File: config.mk
export PLATFORM = sky130hd
export DESIGN_NAME = fmc_forward_ctl
export DESIGN_NICKNAME = d
export VERILOG_FILES = /design/src/design/fmc_pkg.sv /design/src/design/fmc_forward_ctl.sv
export VERILOG_INCLUDE_DIRS = /design/src /design/src/design
export SDC_FILE = /design/constraint.sdc
export NUM_CORES = 1
export LEC_CHECK = 0
export ABC_AREA = 1
export BUFFER_PORTS_ARGS = -buffer_cell sky130_fd_sc_hd__buf_2
export CAP_MARGIN = 20
export CELL_PAD_IN_SITES_DETAIL_PLACEMENT = 1
export CELL_PAD_IN_SITES_GLOBAL_PLACEMENT = 1
export CORE_MARGIN = 5
export CORE_UTILIZATION = 40
export DETAILED_ROUTE_END_ITERATION = 8
export HOLD_SLACK_MARGIN = 0.15
export PLACE_DENSITY_LB_ADDON = 0.1
export SYNTH_ARGS = -nofsm -noshare
export SYNTH_HDL_FRONTEND = slang
export SYNTH_SLANG_ARGS = --single-unit
export TNS_END_PERCENT = 50
File: constraint.sdc
create_clock -name ref_clk -period 7.1 [get_ports ref_clk]
set_input_delay 0.71 -clock ref_clk [delete_from_list [all_inputs] [get_ports ref_clk]]
set_output_delay 0.71 -clock ref_clk [all_outputs]
set_load 0.01 [all_outputs]
File: src/design/fmc_cfg.svh
// register map, field positions, reset values and timing counts
// assumes 32-bit classic wishbone, registers at index*4
`ifndef FMC_CFG_SVH
`define FMC_CFG_SVH
// register indices, byte address is index*4
`define FMC_IDX_FWD_OFF 6'h20
`define FMC_IDX_MODE 6'h21
`define FMC_IDX_SYNC_STS 6'h22
`define FMC_IDX_IRQ_EN 6'h23
`define FMC_IDX_IRQ_PEND 6'h24
`define FMC_IDX_EVT_STS 6'h28
`define FMC_IDX_EVT_MASK 6'h29
// reset values, except FMC_RST_MODE: the mode register resets to 8'h01
`define FMC_RST_FWD_OFF 8'hf0
`define FMC_RST_MODE 8'h03
`define FMC_RST_IRQ_EN 8'h00
`define FMC_RST_EVT_MASK 8'h00
// field positions
`define FMC_FWD_OFF_LSB 4
`define FMC_MODE_RR_BIT 0
`define FMC_MODE_SYNC_LSB 2
`define FMC_MODE_ASAP_BIT 6
`define FMC_STS_SYNC_BIT 0
`define FMC_STS_FAIL_BIT 2
`define FMC_IE_TX_BIT 4
`define FMC_IE_GLOBAL_BIT 7
`define FMC_PEND_GLOBAL_BIT 7
`define FMC_EVT_LOST_BIT 0
`define FMC_EVT_GAIN_BIT 1
// sync loss timeout
`define FMC_CLK_PERIOD_NS 8
`define FMC_SYNC_LOSS_NS 100000
`define FMC_SYNC_LOSS_CYC (`FMC_SYNC_LOSS_NS / `FMC_CLK_PERIOD_NS)
`endif

File: src/design/fmc_pkg.sv
// types shared by the forwarding mode control block
// assumes fmc_cfg.svh supplies the numbers
package fmc_pkg;
	// synchronized forwarding selection
	typedef enum logic [1:0] {
		FMC_SYNC_OFF,
		FMC_SYNC_BASIC,
		FMC_SYNC_INTERLEAVE,
		FMC_SYNC_CONCAT
	} fmc_sync_e;
	// wishbone request from the master
	typedef struct packed {
		logic cyc;
		logic stb;
		logic we;
		logic [7:0] adr;
		logic [3:0] sel;
		logic [31:0] dat;
	} fmc_wb_req_s;
	// wishbone answer to the master
	typedef struct packed {
		logic ack;
		logic [31:0] dat;
	} fmc_wb_rsp_s;
endpackage

File: src/design/fmc_forward_ctl.sv
// forwarding mode control: registers, grant engine, sync status, interrupt
// assumes line/sync ready levels from receive ports drop after their grant
`timescale 1ns/1ns
`include "fmc_cfg.svh"
module fmc_forward_ctl #(
	parameter int unsigned SYNC_LOSS_CYC = `FMC_SYNC_LOSS_CYC,
	parameter int unsigned PORTS = 4
)(
	input wire logic ref_clk,
	input wire logic reset,
	input wire fmc_pkg::fmc_wb_req_s wb_req,
	output fmc_pkg::fmc_wb_rsp_s wb_rsp,
	input wire logic [PORTS-1:0] line_ready,
	input wire logic [PORTS-1:0] sync_ready,
	input wire logic tx_ready,
	input wire logic [PORTS-1:0] rx_port_irq,
	input wire logic tx_port_irq,
	output logic [PORTS-1:0] line_grant,
	output logic [PORTS-1:0] sync_grant,
	output logic irq
);
	// next port after last in rotating order, one-hot
	function automatic logic [3:0] fmc_rr(input logic [3:0] req, input logic [1:0] last);
		logic [3:0] g;
		logic [1:0] idx;
		g = 4'h0;
		for (int i = 1; i <= 4; i++)
		begin
			idx = 2'(last + 2'(i));
			if (g == 4'h0 && req[idx])
				g[idx] = 1'b1;
		end
		return g;
	endfunction

	// one-hot to index
	function automatic logic [1:0] fmc_idx(input logic [3:0] oh);
		logic [1:0] r;
		r = 2'h0;
		for (int i = 0; i < 4; i++)
			if (oh[i])
				r = 2'(i);
		return r;
	endfunction

	logic [3:0] forward_off; // per-port forwarding disable
	logic send_when_ready; // as-available option
	fmc_pkg::fmc_sync_e sync_forward_mode; // sync selection
	logic round_robin_enable; // best-effort selection
	logic sync_failure_flag; // clear-on-read failure
	logic sync_active; // engine delivering synced video
	logic frame_ok; // one synced frame already sent
	logic [7:0] irq_enable; // global and per-source enables
	logic [1:0] evt_sts; // sticky own events
	logic [1:0] evt_mask; // own event mask
	logic [31:0] wait_cnt; // partial-ready wait counter
	logic [3:0] round_left; // ports still owed a line this round
	logic [1:0] last_port; // last port granted by the rotating best-effort or as-available selection
	logic busy; // grant issued last cycle
	logic loss_evt; // sync loss detected this cycle

	logic acc; // valid access this cycle
	logic wr; // write strobe on byte lane 0
	logic rd; // read taking effect
	logic [5:0] idx; // register index
	logic [3:0] enabled; // ports allowed to forward
	logic [3:0] line_en; // enabled ports with a line
	logic [3:0] sync_en; // enabled ports with a sync packet
	logic all_line; // every enabled port has a line
	logic all_sync; // every enabled port has a sync packet
	logic sync_on; // any synchronized mode selected
	logic [4:0] src; // source interrupt levels
	logic pending; // global pending
	logic [7:0] rd_mux; // read value before registering

	// bus decode, ack on the cycle after strobe
	// a write lands at the edge where the master sees ack, not one edge early
	assign acc = wb_req.cyc && wb_req.stb && !wb_rsp.ack;
	assign wr = wb_req.cyc && wb_req.stb && wb_rsp.ack && wb_req.we && wb_req.sel[0];
	assign rd = acc && !wb_req.we;
	assign idx = wb_req.adr[7:2];

	// port enable and readiness terms
	assign enabled = ~forward_off;
	assign line_en = line_ready & enabled;
	assign sync_en = sync_ready & enabled;
	assign all_line = (enabled != 4'h0) && (line_en == enabled);
	assign all_sync = (enabled != 4'h0) && (sync_en == enabled);
	assign sync_on = (sync_forward_mode != fmc_pkg::FMC_SYNC_OFF);

	// loss: some enabled port kept waiting too long for the rest
	assign loss_evt = sync_on && (wait_cnt >= SYNC_LOSS_CYC - 1) && (sync_en != 4'h0) && !all_sync;

	// own events fold into the transmitter source
	assign src = {tx_port_irq || ((evt_sts & evt_mask) != 2'h0), rx_port_irq};
	assign pending = ((src & irq_enable[4:0]) != 5'h0);

	// read mux, reserved bits zero
	always_comb
	begin
		rd_mux = 8'h00;
		unique case (idx)
			`FMC_IDX_FWD_OFF: rd_mux = {forward_off, 4'h0};
			`FMC_IDX_MODE:
			begin
				rd_mux[`FMC_MODE_ASAP_BIT] = send_when_ready;
				rd_mux[`FMC_MODE_SYNC_LSB +: 2] = sync_forward_mode;
				rd_mux[`FMC_MODE_RR_BIT] = round_robin_enable;
			end
			`FMC_IDX_SYNC_STS:
			begin
				rd_mux[`FMC_STS_FAIL_BIT] = sync_failure_flag;
				rd_mux[`FMC_STS_SYNC_BIT] = sync_active && sync_on;
			end
			`FMC_IDX_IRQ_EN: rd_mux = irq_enable;
			`FMC_IDX_IRQ_PEND: rd_mux = {pending, 2'h0, src};
			`FMC_IDX_EVT_STS: rd_mux = {6'h00, evt_sts};
			`FMC_IDX_EVT_MASK: rd_mux = {6'h00, evt_mask};
			default: rd_mux = 8'h00; // unmapped reads zero
		endcase
	end

	// wishbone answer, every address acked, one cycle
	always_ff @(posedge ref_clk or posedge reset)
	begin
		if (reset)
			wb_rsp <= '0;
		else
		begin
			wb_rsp.ack <= acc;
			wb_rsp.dat <= rd ? {24'h000000, rd_mux} : 32'h00000000;
		end
	end

	// control registers
	always_ff @(posedge ref_clk or posedge reset)
	begin
		if (reset)
		begin
			forward_off <= 4'(`FMC_RST_FWD_OFF >> `FMC_FWD_OFF_LSB);
			send_when_ready <= 1'b0;
			sync_forward_mode <= fmc_pkg::FMC_SYNC_OFF;
			round_robin_enable <= 1'b1;
			irq_enable <= `FMC_RST_IRQ_EN;
			evt_mask <= 2'h0;
		end
		else if (wr)
		begin
			// writes to read-only or unmapped words are dropped
			if (idx == `FMC_IDX_FWD_OFF)
				forward_off <= wb_req.dat[`FMC_FWD_OFF_LSB +: 4];
			if (idx == `FMC_IDX_MODE)
			begin
				send_when_ready <= wb_req.dat[`FMC_MODE_ASAP_BIT];
				sync_forward_mode <= fmc_pkg::fmc_sync_e'(wb_req.dat[`FMC_MODE_SYNC_LSB +: 2]);
				round_robin_enable <= wb_req.dat[`FMC_MODE_RR_BIT];
			end
			if (idx == `FMC_IDX_IRQ_EN)
				irq_enable <= wb_req.dat[7:0] & 8'h9f;
			if (idx == `FMC_IDX_EVT_MASK)
				evt_mask <= wb_req.dat[1:0];
		end
	end

	// grant engine; one grant then one idle cycle for the source to drop ready
	always_ff @(posedge ref_clk or posedge reset)
	begin
		if (reset)
		begin
			line_grant <= 4'h0;
			sync_grant <= 4'h0;
			round_left <= 4'h0;
			last_port <= 2'h3;
			busy <= 1'b0;
		end
		else
		begin
			line_grant <= 4'h0;
			sync_grant <= 4'h0;
			busy <= 1'b0;
			if (!sync_on)
				round_left <= 4'h0;
			if (busy || !tx_ready)
			begin
				// hold, output stalled or source still settling
			end
			else if (sync_on)
			begin
				if (all_sync)
				begin
					// sync packets always wait for every port
					sync_grant <= enabled;
					busy <= 1'b1;
				end
				else if (sync_forward_mode == fmc_pkg::FMC_SYNC_CONCAT)
				begin
					// one concatenated line from all ports
					if (all_line)
					begin
						line_grant <= enabled;
						busy <= 1'b1;
					end
				end
				else if (send_when_ready)
				begin
					// no waiting for the other ports
					if (line_en != 4'h0)
					begin
						line_grant <= fmc_rr(line_en, last_port);
						last_port <= fmc_idx(fmc_rr(line_en, last_port));
						busy <= 1'b1;
					end
				end
				else if ((round_left & enabled) != 4'h0)
				begin
					// drain the round in port order
					line_grant <= fmc_rr(round_left & enabled, 2'h3);
					round_left <= round_left & ~fmc_rr(round_left & enabled, 2'h3);
					busy <= 1'b1;
				end
				else if (all_line)
				begin
					// every port ready, start a new round
					line_grant <= fmc_rr(enabled, 2'h3);
					round_left <= enabled & ~fmc_rr(enabled, 2'h3);
					busy <= 1'b1;
				end
			end
			else if (round_robin_enable && line_en != 4'h0)
			begin
				// best effort, no synchronization
				line_grant <= fmc_rr(line_en, last_port);
				last_port <= fmc_idx(fmc_rr(line_en, last_port));
				busy <= 1'b1;
			end
		end
	end

	// wait counter for partial sync readiness
	always_ff @(posedge ref_clk or posedge reset)
	begin
		if (reset)
			wait_cnt <= 32'h00000000;
		else if (!sync_on || sync_en == 4'h0 || all_sync || loss_evt)
			wait_cnt <= 32'h00000000;
		else
			wait_cnt <= wait_cnt + 32'h00000001;
	end

	// sync state: active on a synced frame start, frame_ok after a full frame
	always_ff @(posedge ref_clk or posedge reset)
	begin
		if (reset)
		begin
			sync_active <= 1'b0;
			frame_ok <= 1'b0;
		end
		else if (!sync_on || loss_evt)
		begin
			sync_active <= 1'b0;
			frame_ok <= 1'b0;
		end
		else if (sync_grant != 4'h0)
		begin
			sync_active <= 1'b1;
			frame_ok <= frame_ok || sync_active;
		end
	end

	// failure flag; a new failure wins over the read clear
	always_ff @(posedge ref_clk or posedge reset)
	begin
		if (reset)
			sync_failure_flag <= 1'b0;
		else if (loss_evt && frame_ok)
			sync_failure_flag <= 1'b1;
		else if (rd && idx == `FMC_IDX_SYNC_STS)
			sync_failure_flag <= 1'b0;
	end

	// own sticky events, set beats read clear
	always_ff @(posedge ref_clk or posedge reset)
	begin
		if (reset)
			evt_sts <= 2'h0;
		else
		begin
			if (rd && idx == `FMC_IDX_EVT_STS)
				evt_sts <= 2'h0;
			if (loss_evt && sync_active)
				evt_sts[`FMC_EVT_LOST_BIT] <= 1'b1;
			if (sync_grant != 4'h0 && !sync_active)
				evt_sts[`FMC_EVT_GAIN_BIT] <= 1'b1;
		end
	end

	// interrupt line, registered
	always_ff @(posedge ref_clk or posedge reset)
	begin
		if (reset)
			irq <= 1'b0;
		else
			irq <= irq_enable[`FMC_IE_GLOBAL_BIT] && pending;
	end
endmodule // fmc_forward_ctl

==> flow_summary.yaml <==
synthesis:
  ys_seq_elements: 78
  synth_top_cell_area_share_pct: 40.98
  synth.largest_area_cell: "sky130_fd_sc_hd__dfrtp_1"
  synth_cell_type_count: 45
  synth_seq_area_share_pct: 45.22
  synth_top_cells_by_area: "sky130_fd_sc_hd__dfrtp_1 (41%), sky130_fd_sc_hd__nand2_1 (8.3%), sky130_fd_sc_hd__inv_1 (6.8%), sky130_fd_sc_hd__nor2_1 (6.1%), sky130_fd_sc_hd__buf_4 (4.3%)"
  synth-edff-count: 0
  syn-mean-instance-area_um2: 7.940
  asyncSetResetFlopFracSynth_pct: 100.0
  synth.cell_area_um2: 4335
  post_synth_inst_count: 546
  ys.warnings.count: 0
  dominantRegCellSynth: "sky130_fd_sc_hd__dfrtp_1"
global_route:
  grt_remaining_overflow: 0
  number_of_antenna_violations_at_the_first_check_in_global_routing: 0
  grt_util_met3_pct: 3.277
  gr-usage-met2_pct: 31.54
  vias_in_the_first_global_route: 3926
  grt-busiest-layer: "met2"
  gr-usage-all-layers_pct: 18.22
  pin_count_of_the_biggest_net_entering_global_routing: 79
  grt_pass1_wl_um: 19090
  grt_use_met1_pct: 23.89
finish:
  antenna-diode-count: 0
  sequential_area_um2: 1961
  multi_input_area_um2: 2001
  area_growth_pct: 14.11
  final_net_count: 694
  final.fill_count: 1379
  mostFrequentLayoutCell: "sky130_fd_sc_hd__nand2_1"
  layout_common_cells: "sky130_fd_sc_hd__nand2_1 (96), sky130_fd_sc_hd__inv_1 (78), sky130_fd_sc_hd__dfrtp_1 (71)"
  drive_gt1_share_pct: 17.22
  design_area_um2: 4947
worst_setup_path:
  worst_r2r_startpoint: "last_port[0]"
  path_class: "flip-flop to flip-flop"
  crit_start: "last_port[0]"
  r2r_cell_count: 19
  worstPathArrival_ns: 3.11
  critical_path_endpoint_category: "flip-flop"
  startpoint_type: "flip-flop"
  worstPathRequired_ns: 7.36
  worst_r2r_endpoint: "line_grant[3]"
  reg2reg_slack_ns: 4.24
  cp_max_fo: 10
  endpoint: "line_grant[3]"
sta:
  timing.setup.tns_ns: 0
  slew_violations: 0
  layout_min_cycle_time_ns: 2.857
  hold_viol_final: 0
  maxSlewHeadroom_pct: 37.22
  worst_margin_pin_slew_ns: 0.9345
  highest_attainable_clock_frequency_mhz: 350.0
  final_count_of_negative_setup_slack_endpoints: 0
  finalClockSkew_ns: 0.01181
  rsz0062_at_grt: "false"
  hold_slack_ns: 0.4444
  final_min_period_over_clock_period_pct: 40.24
floorplanning:
  io_pins: 105
  rows: 38
  core_area_um2: 10750
  floorplan.die.width_um: 114.1
  die_area_um2: 13020
  start_util_pct: 40.35
  die_y_um: 114.1
flow_run:
  drv.max_cap_violation_count: 0
clocking:
  clk-insertion-delay-late_ns: 0.35
  cts-resized-gates: 0
  cts_tree: "built"
  cts_max_path_buffers: 2
  clk_transition_reported_paths_ns: 0.09
  clock-sinks: 78
  cts_made_buffers: 9
  cts_post_setup_buffers_inserted: 0
  postCtsHoldBufs: 0
  clock_tree.htree_level_count: 3
  cts_root_buf: "sky130_fd_sc_hd__clkbuf_8"
detailed_routing:
  detailedRoute.firstPassIterationCount: 4
  detail_route.iter0.violations: 112
  vias: 3771
  route.detailed.vias_per_inst: 4.917
  ant_nets: 0
  wl_per_cell_um: 14.78
  drc: 0
  route.final.wire_length_um: 11340
power:
  power.density_nw_per_um2: 213.3
  power.ir.vdd_worst_uv: 117.4
  leakage_nw: 2.479
run_status:
  run_status: "finished, final reports clean"
placed_design:
  place_congestion: 0.8771
  placed_standard_cell_area_um2: 4723
  dp.final_hpwl_um: 8889
  buffer_ports.inserted: 51
hold_path:
  worstHoldPathType: "primary input to async pin"
## power breakdown
| part | switching (mW) | internal (mW) | total [mW] |
|---|---|---|---|
| clock | 0.181 | 0.167 | 0.349 |
| sequential | 0.00939 | 0.456 | 0.465 |
| combinational | 0.164 | 0.0778 | 0.242 |
| total | 0.354 | 0.701 | 1.06 |
## cell usage after synthesis, types with 2 or more instances
cell type                   n
sky130_fd_sc_hd__nand2_1   96
sky130_fd_sc_hd__inv_1     79
sky130_fd_sc_hd__dfrtp_1   71
sky130_fd_sc_hd__nor2_1    70
sky130_fd_sc_hd__nand3_1   36
sky130_fd_sc_hd__o21ai_0   29
sky130_fd_sc_hd__a21oi_1   28
sky130_fd_sc_hd__buf_4     25
sky130_fd_sc_hd__ha_1       9
sky130_fd_sc_hd__nor3_1     9
sky130_fd_sc_hd__nor4_1     9
sky130_fd_sc_hd__a31oi_1    8
sky130_fd_sc_hd__dfstp_2    7
sky130_fd_sc_hd__nand2_2    7
sky130_fd_sc_hd__nand3_2    7
sky130_fd_sc_hd__inv_2      6
sky130_fd_sc_hd__a32o_1     4
sky130_fd_sc_hd__o22ai_1    4
sky130_fd_sc_hd__nand4_1    3
sky130_fd_sc_hd__nor3b_1    3
sky130_fd_sc_hd__o31ai_1    3
sky130_fd_sc_hd__a21oi_2    2
sky130_fd_sc_hd__a221oi_1   2
sky130_fd_sc_hd__a22o_1     2
sky130_fd_sc_hd__a41oi_1    2
sky130_fd_sc_hd__buf_2      2
sky130_fd_sc_hd__clkbuf_1   2
sky130_fd_sc_hd__nor2_2     2
sky130_fd_sc_hd__nor2_4     2
sky130_fd_sc_hd__xor2_1     2
## layer usage
metal	routed length [um]	part of all wire, %
met5	0	0
met4	98	0.86
met3	354	3.1
met2	5694	50
met1	5192	46
## worst min path at each step
stage,endpoint,slack [ns],depth (start not counted)
4_1_cts,wait_cnt[0],0.48,1
3_3_place_gp,wait_cnt[0],0.45,1
5_1_grt,wb_rsp[0],0.48,3
3_5_place_dp,wait_cnt[0],0.47,1
6_report,wb_rsp[0],0.44,3
2_1_floorplan,wait_cnt[0],0.43,1
## cell families (layout without fill, tap and decap cells)
| group | Yosys count | after routing | share of synthesized area, % |
|---|---|---|---|
| compound gates | 93 | 93 | 13.51 |
| fa+ha+maj | 9 | 9 | 2.597 |
| xor+xnor | 2 | 2 | 0.4041 |
| buf+inv | 115 | 155 | 12.18 |
| other cells | 1 | 42 | 0.08650 |
| flops | 78 | 78 | 45.22 |
| simple gates | 248 | 248 | 26.00 |
## critical path, stage by stage, from the launching register on
cell	delay (ns)
sky130_fd_sc_hd__dfstp_2	0.66
sky130_fd_sc_hd__inv_2	0.13
sky130_fd_sc_hd__ha_1	0.37
sky130_fd_sc_hd__inv_1	0.09
sky130_fd_sc_hd__nand3_1	0.09
sky130_fd_sc_hd__nand3_2	0.12
sky130_fd_sc_hd__nand2_2	0.06
sky130_fd_sc_hd__inv_2	0.09
sky130_fd_sc_hd__nand3_1	0.11
sky130_fd_sc_hd__nand2_2	0.11
sky130_fd_sc_hd__nor2_2	0.05
sky130_fd_sc_hd__nand3_1	0.08
sky130_fd_sc_hd__nand2_1	0.11
sky130_fd_sc_hd__nor2_4	0.21
sky130_fd_sc_hd__nand2_4	0.09
sky130_fd_sc_hd__nand2_1	0.06
sky130_fd_sc_hd__nand3_1	0.06
sky130_fd_sc_hd__nand2_1	0.07
sky130_fd_sc_hd__nand2_1	0.05
sky130_fd_sc_hd__a21oi_1	0.16
## state kept, by name, summed over array words and instances, names as in the netlist, 4 cells and up
register and count:
wait_cnt 32, forward_off 4, round_left 4, irq_enable 6
line_grant 4, sync_grant 4, wb_rsp 9
## layout make-up
type                       instances  area share [%]
multi-input combinational        394           40.44
sequential                        78           39.63
clock buffer                       9           2.504
tap                              140           3.541
timing repair buffer              53           5.716
clock inverter                     7           1.619
inverter                          86           6.550
## through the flow
step | util [%] | power (mW) | std cells | worst slack [ns]
6_report | 46.04 | 1.055 | 767 | 4.243
3_3_place_gp | 43.96 | 0.7060 | 750 | 4.346
3_5_place_dp | 43.96 | 0.7154 | 750 | 4.245
5_1_grt | 46.04 | 1.120 | 767 | 4.036
4_1_cts | 45.85 | 1.071 | 766 | 4.220
2_1_floorplan | - | 0.6671 | 587 | 4.407
Power figures use the tool's default switching activity.
